**config.mk**
```make
export PLATFORM = sky130hd
export DESIGN_NAME = ctu_charge_ctrl
export DESIGN_NICKNAME = d
export VERILOG_FILES = /design/src/ctu_pkg.sv /design/src/ctu_charge_ctrl.sv
export VERILOG_INCLUDE_DIRS = /design/src
export SDC_FILE = /design/constraint.sdc
export NUM_CORES = 1
export LEC_CHECK = 0
export BUFFER_PORTS_ARGS = -buffer_cell sky130_fd_sc_hd__buf_2
export CORE_MARGIN = 10
export CORE_UTILIZATION = 51
export CTS_BUF_LIST = sky130_fd_sc_hd__clkbuf_2 sky130_fd_sc_hd__clkbuf_4 sky130_fd_sc_hd__clkbuf_8
export DETAILED_ROUTE_END_ITERATION = 7
export HOLD_SLACK_MARGIN = 0.15
export PLACE_DENSITY = 0.8
export SYNTH_ARGS = -nofsm -noshare
export SYNTH_HDL_FRONTEND = slang
export SYNTH_SLANG_ARGS = --single-unit
```
**constraint.sdc**
```tcl
create_clock -name i_clk -period 1.4 [get_ports i_clk]
set_input_delay 0.42 -clock i_clk [delete_from_list [all_inputs] [get_ports i_clk]]
set_output_delay 0.42 -clock i_clk [all_outputs]
set_load 0.05 [all_outputs]
```
**src/ctu_params.svh**
```systemverilog
// Register offsets, field positions and reset values of the charge time unit
`ifndef CTU_PARAMS_SVH
`define CTU_PARAMS_SVH

`define CTU_ADDR_W 3
`define CTU_OFS_CTRL_HIGH 3'h0
`define CTU_OFS_CTRL_LOW 3'h1
`define CTU_OFS_CURRENT 3'h2
`define CTU_OFS_IRQ_STATUS 3'h3
`define CTU_OFS_IRQ_MASK 3'h4
`define CTU_RST_BYTE 8'h00
`define CTU_RST_WORD 32'h0000_0000

// Control high bits
`define CTU_BIT_UNIT_EN 7
`define CTU_BIT_DISCHARGE 1
// Control low bits
`define CTU_BIT_EDGE2 1
`define CTU_BIT_EDGE1 0
// Current control fields
`define CTU_TRIM_HI 7
`define CTU_TRIM_LO 2
`define CTU_RANGE_HI 1
`define CTU_RANGE_LO 0
// Event bits in status and mask
`define CTU_EVT_CHARGE_START 0
`define CTU_EVT_CHARGE_STOP 1
`define CTU_EVT_DRAIN_END 2
`define CTU_EVT_W 3
// Bus answer codes and the writable mask of control high
`define CTU_RESP_OKAY 2'h0
`define CTU_RESP_UNMAPPED 2'h3
`define CTU_CTRL_HIGH_MASK 8'hbf
// Trim codes, sign position and magnitude ends
`define CTU_TRIM_SIGN 5
`define CTU_TRIM_NOMINAL 6'h00
`define CTU_TRIM_POS_MAX 6'h1f
`define CTU_TRIM_NEG_MIN 6'h3f
`define CTU_TRIM_NEG_MAX 6'h21
`define CTU_TRIM_MAG_MIN 5'h01
`define CTU_TRIM_MAG_MAX 5'h1f
// Gain select codes driven to the current source
`define CTU_GAIN_X1 2'h0
`define CTU_GAIN_X10 2'h1
`define CTU_GAIN_X100 2'h2

`endif

```
**src/ctu_pkg.sv**
```systemverilog
// Types shared by the charge time unit
package ctu_pkg;
  typedef enum logic [1:0] {
    CTU_RANGE_OFF = 2'h0,
    CTU_RANGE_X1 = 2'h1,
    CTU_RANGE_X10 = 2'h2,
    CTU_RANGE_X100 = 2'h3
  } ctu_range_type;

  typedef struct packed {
    logic [5:0] trim;
    logic [1:0] range;
  } ctu_current_type;

  typedef struct packed {
    logic source_on;
    logic [1:0] gain_sel;
    logic trim_negative;
    logic [4:0] trim_mag;
    logic charge_on;
    logic drain_on;
  } ctu_analog_type;
endpackage

```
**src/ctu_charge_ctrl.sv**
```systemverilog
// Charge time unit control: register bank over Avalon-MM and analogue controls
`timescale 1ns/1ps
`include "ctu_params.svh"

module ctu_charge_ctrl (
  // Clock and reset
  input wire logic i_clk,
  input wire logic i_rst_b,
  // Avalon-MM slave
  input wire logic [`CTU_ADDR_W-1:0] i_address,
  input wire logic i_read,
  input wire logic i_write,
  input wire logic [31:0] i_writedata,
  input wire logic [3:0] i_byteenable,
  output logic [31:0] o_readdata,
  output logic o_waitrequest,
  output logic [1:0] o_response,
  // Analogue controls
  output ctu_pkg::ctu_analog_type o_analog,
  // Interrupt
  output logic o_irq
);

  // ----------------------------------------------------------------
  // Bus decode
  // ----------------------------------------------------------------
  logic ack_reg;
  logic [31:0] rdata_reg;
  logic [1:0] resp_reg;
  logic [7:0] ctrl_high_reg;
  logic [7:0] ctrl_low_reg;
  ctu_pkg::ctu_current_type current_reg;
  logic [`CTU_EVT_W-1:0] irq_status_reg;
  logic [`CTU_EVT_W-1:0] irq_mask_reg;

  wire req = (i_read | i_write) & ~ack_reg;
  wire wr_lane0 = i_write & ~ack_reg & i_byteenable[0];
  wire sel_high = i_address == `CTU_OFS_CTRL_HIGH;
  wire sel_low = i_address == `CTU_OFS_CTRL_LOW;
  wire sel_cur = i_address == `CTU_OFS_CURRENT;
  wire sel_stat = i_address == `CTU_OFS_IRQ_STATUS;
  wire sel_mask = i_address == `CTU_OFS_IRQ_MASK;
  wire mapped = sel_high | sel_low | sel_cur | sel_stat | sel_mask;

  // One wait cycle: the answer comes on the edge after the request is seen
  assign o_waitrequest = (i_read | i_write) & ~ack_reg;
  assign o_readdata = rdata_reg;
  assign o_response = resp_reg;

  function automatic logic [31:0] pad_byte(input logic [7:0] b);
    pad_byte = {24'h00_0000, b};
  endfunction

  wire [31:0] rd_mux = sel_high ? pad_byte(ctrl_high_reg) :
                       sel_low ? pad_byte(ctrl_low_reg) :
                       sel_cur ? pad_byte(current_reg) :
                       sel_stat ? pad_byte({5'h00, irq_status_reg}) :
                       sel_mask ? pad_byte({5'h00, irq_mask_reg}) : `CTU_RST_WORD;

  always_ff @(posedge i_clk or negedge i_rst_b) begin
    if (!i_rst_b) begin
      ack_reg <= 1'b0;
      rdata_reg <= `CTU_RST_WORD;
      resp_reg <= 2'h0;
    end else begin
      ack_reg <= req;
      if (req) begin
        rdata_reg <= i_read ? rd_mux : `CTU_RST_WORD;
        resp_reg <= mapped ? `CTU_RESP_OKAY : `CTU_RESP_UNMAPPED;
      end
    end
  end

  // ----------------------------------------------------------------
  // Control registers
  // ----------------------------------------------------------------
  wire [7:0] wbyte = i_writedata[7:0];

  always_ff @(posedge i_clk or negedge i_rst_b) begin
    if (!i_rst_b) begin
      ctrl_high_reg <= `CTU_RST_BYTE;
      ctrl_low_reg <= `CTU_RST_BYTE;
      current_reg <= `CTU_RST_BYTE;
      irq_mask_reg <= 3'h0;
    end else begin
      // Bit 6 of control high is unimplemented and stays zero
      if (wr_lane0 && sel_high) begin
        ctrl_high_reg <= wbyte & `CTU_CTRL_HIGH_MASK;
      end
      if (wr_lane0 && sel_low) begin
        ctrl_low_reg <= wbyte;
      end
      if (wr_lane0 && sel_cur) begin
        current_reg <= wbyte;
      end
      if (wr_lane0 && sel_mask) begin
        irq_mask_reg <= wbyte[`CTU_EVT_W-1:0];
      end
    end
  end

  // ----------------------------------------------------------------
  // Analogue drive
  // ----------------------------------------------------------------
  wire unit_enable = ctrl_high_reg[`CTU_BIT_UNIT_EN];
  wire discharge_control = ctrl_high_reg[`CTU_BIT_DISCHARGE];
  wire edge_one_status = ctrl_low_reg[`CTU_BIT_EDGE1];
  wire [5:0] current_trim = current_reg.trim;
  ctu_pkg::ctu_range_type current_range;
  assign current_range = ctu_pkg::ctu_range_type'(current_reg.range);

  // Range decode to a gain select and a source enable
  wire source_on = unit_enable && (current_range != ctu_pkg::CTU_RANGE_OFF);
  wire [1:0] gain_sel = (current_range == ctu_pkg::CTU_RANGE_X100) ? `CTU_GAIN_X100 :
                        (current_range == ctu_pkg::CTU_RANGE_X10) ? `CTU_GAIN_X10 :
                        `CTU_GAIN_X1;
  // Two's complement trim: sign then magnitude; 100000 is not documented and is clamped
  wire trim_neg = current_trim[`CTU_TRIM_SIGN];
  wire [5:0] trim_abs = trim_neg ? (6'h00 - current_trim) : current_trim;
  wire [4:0] trim_mag = trim_abs[5] ? `CTU_TRIM_MAG_MAX : trim_abs[4:0];
  wire charge_on = unit_enable && source_on && edge_one_status;
  wire drain_on = unit_enable && discharge_control;

  always_ff @(posedge i_clk or negedge i_rst_b) begin
    if (!i_rst_b) begin
      o_analog <= '0;
    end else begin
      o_analog <= '{source_on, gain_sel, trim_neg, trim_mag, charge_on, drain_on};
    end
  end

  // ----------------------------------------------------------------
  // Events and interrupt
  // ----------------------------------------------------------------
  logic charge_d_reg;
  logic drain_d_reg;
  wire [`CTU_EVT_W-1:0] events;
  assign events[`CTU_EVT_CHARGE_START] = charge_on & ~charge_d_reg;
  assign events[`CTU_EVT_CHARGE_STOP] = ~charge_on & charge_d_reg;
  assign events[`CTU_EVT_DRAIN_END] = ~drain_on & drain_d_reg;
  wire [`CTU_EVT_W-1:0] w1c = (wr_lane0 && sel_stat) ? wbyte[`CTU_EVT_W-1:0] : 3'h0;

  always_ff @(posedge i_clk or negedge i_rst_b) begin
    if (!i_rst_b) begin
      charge_d_reg <= 1'b0;
      drain_d_reg <= 1'b0;
      irq_status_reg <= 3'h0;
    end else begin
      charge_d_reg <= charge_on;
      drain_d_reg <= drain_on;
      // Set wins over a same-cycle clear
      irq_status_reg <= (irq_status_reg & ~w1c) | events;
    end
  end

  assign o_irq = |(irq_status_reg & irq_mask_reg);
endmodule // ctu_charge_ctrl

```
==> impl_metrics.toml, run 1 <==
[outcome]
status = "finished, violations left"
violations = "setup timing"

[place]
port_buffers = 38
post-place-ws_ns = -0.126
gp_congestion = 0.863
dp_hpwl_mm = 4.13

[clock_tree]
cts_max_level = 2
cts_tree = "done"
cts_max_path_buffers = 2
clock_latency_ns = 0.31
cts_inserted_buffers = 5
cts_root_buf = "clkbuf_8"
clk_pin_slew_ns = 0.09
cts.sinks = 50

[detailed_routing]
drc_errors = 0
vias_per_cell = 5.35
detail_route.wl_per_cell_um = 16.9
drt_wl_total_mm = 5.72
dr.first_iter.drc_count = 140
postRouteAntennaNets = 0
drt-pass1-iter-count = 4
vias = 1812

[setup_path]
cp-start-kind = "register"
slowest_stage = "dfrtp_1"
cp-end-kind = "output pin"
crit_type = "reg -> out"
path_max_fanout = 2
slowest_delay_ns = 0.39
critPathArrivalTime_ns = 1.32
path_cells = "a222oi_1 > inv_1 > buf_6"
crit_required_ns = 0.98
cpLargestDelayFamily = "flip-flops"
crit_buf_inv = 2

[global_routing]
overflow = 0
antenna_found_initial = 0
grtUsageTotal_pct = 14.3
grt_pass1_wl_mm = 8.83
grt_pass1_vias = 1806
grt_max_degree = 51

[floorplan]
die-area_mm2 = 0.00781
coreArea_mm2 = 0.00444
num_rows = 24
fp.dieH_um = 88.4
io_pins = 90
die_x_um = 88.4
start_util_pct = 53.6

[synth]
synth-async-reset-ratio_pct = 100
syn_area_mm2 = 0.00238
synth_ff_type = "dfrtp_1"
seq_area_frac_synth_pct = 52.5
synth_cell_types = 44
synthCells = 221
ys_ff_latch = 50
ys_warn_count = 0
syn_area_per_cell_um2 = 10.8
synth_edf_count = 0

[final_layout]
layout_common_cells = "dfrtp_1, buf_2, buf_4"
seq_area_mm2 = 0.00125
final_common_cell = "dfrtp_1"
fillers = 317
antenna_cells = 0
drive_gt1_share_pct = 41.1
multi_input_area_mm2 = 0.00103
area_growth_pct = 24.9
largest_register_ffs = 9
fin_nets = 331

[power]
p_leak_nw = 1.51
power_density_mw_per_mm2 = 1570
power_mw = 4.68
ir_drop_v = 0.000654

[timing]
max_clock_freq_mhz = 574
period_minus_slack_ns = 1.74
drv_slew = 0
hold_viol = 0
fin_crit_sh_pct = 124
setup_viol = 31
finalWorstSetupSlack_ns = -0.341
rsz0062_at_grt = "true"
finClkSkew_ns = 0.00577

[hold_path]
hp-class = "in -> reg"

[flow_run]
max_cap_violations = 0
-- path summary, 6_finish.rpt --
kind,start,end,slack (ns),depth (start not counted)
min in group asynchronous,i_rst_b,current_trim[1],0.61,3
max in group asynchronous,i_rst_b,current_range[1],0.56,3
min reg2reg,o_readdata[6],o_readdata[6],0.48,2
min,i_writedata[3],ctrl_low_reg[3],0.34,3
max reg2reg,ack_reg,ctrl_low_reg[0],-0.14,5
max,irq_mask_reg[2],o_irq,-0.34,3
-- worst reg2reg max path: stages, from the launching register on --
cell and delay [ns]:
dfrtp_1 0.41, buf_6 0.12, nand4b_1 0.24, nor3_2 0.16, buf_4 0.19, mux2_4 0.31
-- area by class of cell --
| type | count | area share (%) |
|---|---|---|
| clock inverter | 1 | 0.252 |
| timing repair buffer | 70 | 16.3 |
| clock buffer | 6 | 2.56 |
| multi-input combinational | 144 | 34.7 |
| inverter | 16 | 2.02 |
| tap | 52 | 2.18 |
| sequential | 50 | 42.0 |
-- kinds of logic after synthesis --
| family | count (synthesis) | share of synthesized area (%) |
|---|---|---|
| flops | 50 | 52.5 |
| other cells | 1 | 0.157 |
| mux | 24 | 11.1 |
| compound gates | 42 | 11.7 |
| buf+inv | 50 | 12.5 |
| xor+xnor | 1 | 0.368 |
| simple gates | 52 | 11.2 |
| fa+ha+maj | 1 | 0.525 |
-- what timing repair did --
item                       CTS  global route
hold buffers                 1             0
hold endpoints to repair    50             0
gates cloned                 0             0
setup endpoints to repair    4            37
gates resized for setup     16            28
pin swaps                    3             6
setup buffers                2             1
-- metrics by stage --
step	utilization (%)	TNS, ns	cells	cell area, µm²	hold WS (ns)
detailed placement	61.0	-2.32	328	2710	0.430
global route	67.0	-2.87	339	2980	0.359
finish	67.0	-1.61	339	2980	0.345
CTS	64.8	-0.893	338	2880	0.355
global placement	61.0	-1.84	328	2710	0.423
floorplan	-	0	244	2470	0.124
-- metal layers --
layer / wire length, µm / track usage, % / up-vias
met4: 73 / 4.99 / 0
met1: 2340 / 17.0 / 906
met5: 0 / 0 / -
li1: - / - / 841
met3: 467 / 4.32 / 6
met2: 2840 / 23.9 / 59
-- where the power goes --
part           switching, mW  internal (mW)  leakage [nW]
Combinational           1.21          0.653         0.846
Sequential             0.182           1.80         0.627
Clock                  0.477          0.363        0.0407
-- synth_stat cells, types with 2 or more instances --
| library cell | instances | share of area [%] |
|---|---|---|
| inv_1 | 16 | 2.5 |
| nand3_1 | 2 | 0.42 |
| nand2_1 | 21 | 3.3 |
| a32o_1 | 4 | 1.7 |
| nand2b_1 | 5 | 1.3 |
| nand2_2 | 2 | 0.52 |
| dfrtp_1 | 50 | 52 |
| a31oi_1 | 2 | 0.52 |
| clkbuf_1 | 2 | 0.32 |
| a22o_1 | 3 | 1.1 |
| o21ai_0 | 13 | 2.7 |
| buf_2 | 3 | 0.63 |
| mux2_2 | 20 | 9.4 |
| nor2_1 | 7 | 1.1 |
| a221o_1 | 2 | 0.84 |
| nor3_1 | 3 | 0.63 |
| mux2i_1 | 4 | 1.7 |
| o21ai_1 | 3 | 0.63 |
| buf_4 | 28 | 8.8 |
| a21oi_1 | 7 | 1.5 |
No activity file was read; power rests on OpenSTA's default activity.
==> inputs of run 2 (changes only) <==
Settings changed: ABC_AREA set to 1, HOLD_SLACK_MARGIN 0.15 to 0.03, PLACE_DENSITY 0.8 to 0.79.
==> run 2 against run 1 <==
- the flow still finishes with violations (setup timing)
- routed wire length down 1.9%
- sequential power about the same
- sequential share of layout area up 0.45 points
- total power is 1.1% lower
- clock power is 5.0% higher
- critical endpoint is now o_waitrequest
- first-iteration DRC count rose by 39%
- clock-buffer cell count stayed put
- area after synthesis increased by 5.8%
==> impl_metrics.toml, run 2 <==
[synth]
seq_area_frac_synth_pct = 49.6
synthTopCellsByCount = "nand2_1, dfrtp_1, buf_4"
synth_cell_types = 25
yosys.area.top_type = "dfrtp_1"
synth_ff_type = "dfrtp_1"
synth-async-reset-ratio_pct = 100
synth.most_common_cell = "nand2_1"
syn_area_mm2 = 0.00252
syn_area_per_cell_um2 = 8.52
synth_edf_count = 0
ys_warn_count = 0
synthCells = 296
yosys-top-cells-area = "dfrtp_1, nand2_1, buf_4, o21ai_2, inv_1"
ys_ff_latch = 50
synth_top_area_share_pct = 49.6

[setup_path]
cp-start-kind = "register"
crit_required_ns = 0.98
cp-end-kind = "output pin"
critPathArrivalTime_ns = 1.08
crit_type = "reg -> out"
path_max_fanout = 2

[power]
ir_drop_v = 0.000643
internal-power_mw = 2.69
pwr-share-clk_pct = 19.0
p_comb_share_pct = 37.8
swShare_pct = 41.9
p_leak_nw = 1.58
power_frac_seq_pct = 43.2
p_sw_mw = 1.94
power_density_mw_per_mm2 = 1570

[detailed_routing]
postRouteAntennaNets = 0
drc_errors = 0
dr.first_iter.drc_count = 194
detail_route.wl_per_cell_um = 13.4
vias = 1978
vias_per_cell = 4.71
drt-pass1-iter-count = 4
drt_wl_total_mm = 5.61

[clock_tree]
ctsHoldBuffers = 0
cts_tree = "done"
cts_root_buf = "clkbuf_8"
cts_max_level = 2
cts_inserted_buffers = 5
clk_pin_slew_ns = 0.09
cts_max_path_buffers = 2
clock_latency_ns = 0.31
cts.sinks = 50

[timing]
period_minus_slack_ns = 1.50
rsz0062_at_grt = "true"
setup_viol = 2
finClkSkew_ns = 0.00635
drv_slew = 0
finalWorstSetupSlack_ns = -0.102
hold_viol = 0
whs_ns = 0.0809
max_clock_freq_mhz = 666
fin_crit_sh_pct = 107

[final_layout]
fillers = 441
fin_nets = 396
final_common_cell = "nand2_1"
layout_common_cells = "nand2_1, dfrtp_1, buf_2"
antenna_cells = 0
largest_register_ffs = 9
final_util_pct = 62.0
drive_gt1_share_pct = 29.7
multi_input_area_um2 = 998
seq_area_mm2 = 0.00125
area_growth_pct = 16.8

[global_routing]
grt_pass1_wl_mm = 9.35
grt_pass1_vias = 1953
grtUsageTotal_pct = 13.8
overflow = 0
grt_max_degree = 51
use_met3_pct = 4.99
grt_use_met1_pct = 16.5
antenna_found_initial = 0
grt_busiest_layer = "met2"
met2_usage_pct = 21.9

[outcome]
violations = "setup timing"
status = "finished, violations left"

[place]
post-place-ws_ns = -0.000822
port_buffers = 38
gp_congestion = 0.864
dp_hpwl_mm = 4.12

[flow_run]
max_cap_violations = 0

[floorplan]
start_util_pct = 53.1
num_rows = 25
die-area_mm2 = 0.00816
fp.dieH_um = 90.3
coreArea_mm2 = 0.00475
die_x_um = 90.3
io_pins = 90

[hold_path]
hp-class = "in -> async"
run 2: per-stage QoR:
step                area [µm²]  instances  setup TNS [ns]  power, mW
floorplan                 2610        319               0       3.29
global placement          2770        406               0       3.59
detailed placement        2770        406       -0.000822       3.64
CTS                       2920        419          -0.141       4.61
global route              2950        420          -0.259       4.89
finish                    2950        420          -0.152       4.63
run 2: repair_timing:
item | CTS | global route
pin swaps | 2 | 2
setup endpoints to repair | 2 | 9
resized for setup | 7 | 11
buffers inserted | 5 | 1
run 2: layer usage:
metal	vias up	share of wire, %
met5	-	0
met4	0	1.7
met3	7	9.6
met2	84	46
met1	900	42
li1	987	-
run 2: cell families (layout without fill, tap and decap cells):
family | Yosys count | count (layout) | synth area share (%)
and+or+nand+nor | 134 | 134 | 23.0
buffers and inverters | 63 | 97 | 14.7
DFF | 50 | 50 | 49.6
AOI/OAI and AO/OA | 45 | 45 | 11.4
xor gates and xnor gates | 2 | 2 | 0.695
adders and majority gates | 1 | 1 | 0.496
other | 1 | 24 | 0.149
run 2: layout make-up:
class                   instances  area share, %
flip-flops and latches         50           42.5
multi-input cells             206           33.9
repair buffers                 59           13.5
inverters                      30           4.03
well taps                      67           2.85
clock buffers                   6           2.80
clock inverters                 2          0.425
run 2: path summary, 6_finish.rpt:
check / start / to / slack (ns) / depth (start not counted)
min in group i_clk: i_read / o_readdata[6] / 0.36 / 3
max: ack_reg / o_waitrequest / -0.10 / 4
min reg2reg: o_readdata[1] / o_readdata[1] / 0.48 / 2
min: i_rst_b / current_trim[0] / 0.08 / 2
max reg2reg: ack_reg / irq_status_reg[0] / 0.09 / 6
max in group asynchronous: i_rst_b / o_readdata[1] / 1.10 / 2
run 2: power groups by stage:
stage / sequential, mW / clock (mW) / combinational, mW
floorplan: 2.41 / 0 / 0.881
global placement: 2.02 / 0 / 1.57
detailed placement: 2.03 / 0 / 1.60
CTS: 1.99 / 0.890 / 1.73
global route: 2.04 / 0.950 / 1.90
finish: 2.00 / 0.882 / 1.75
run 2: critical path, cell delays in order, from the launching register on:
cell and delay, ns:
dfrtp_1 0.40, inv_2 0.07, nand2_2 0.06, nand2_2 0.09, buf_8 0.15
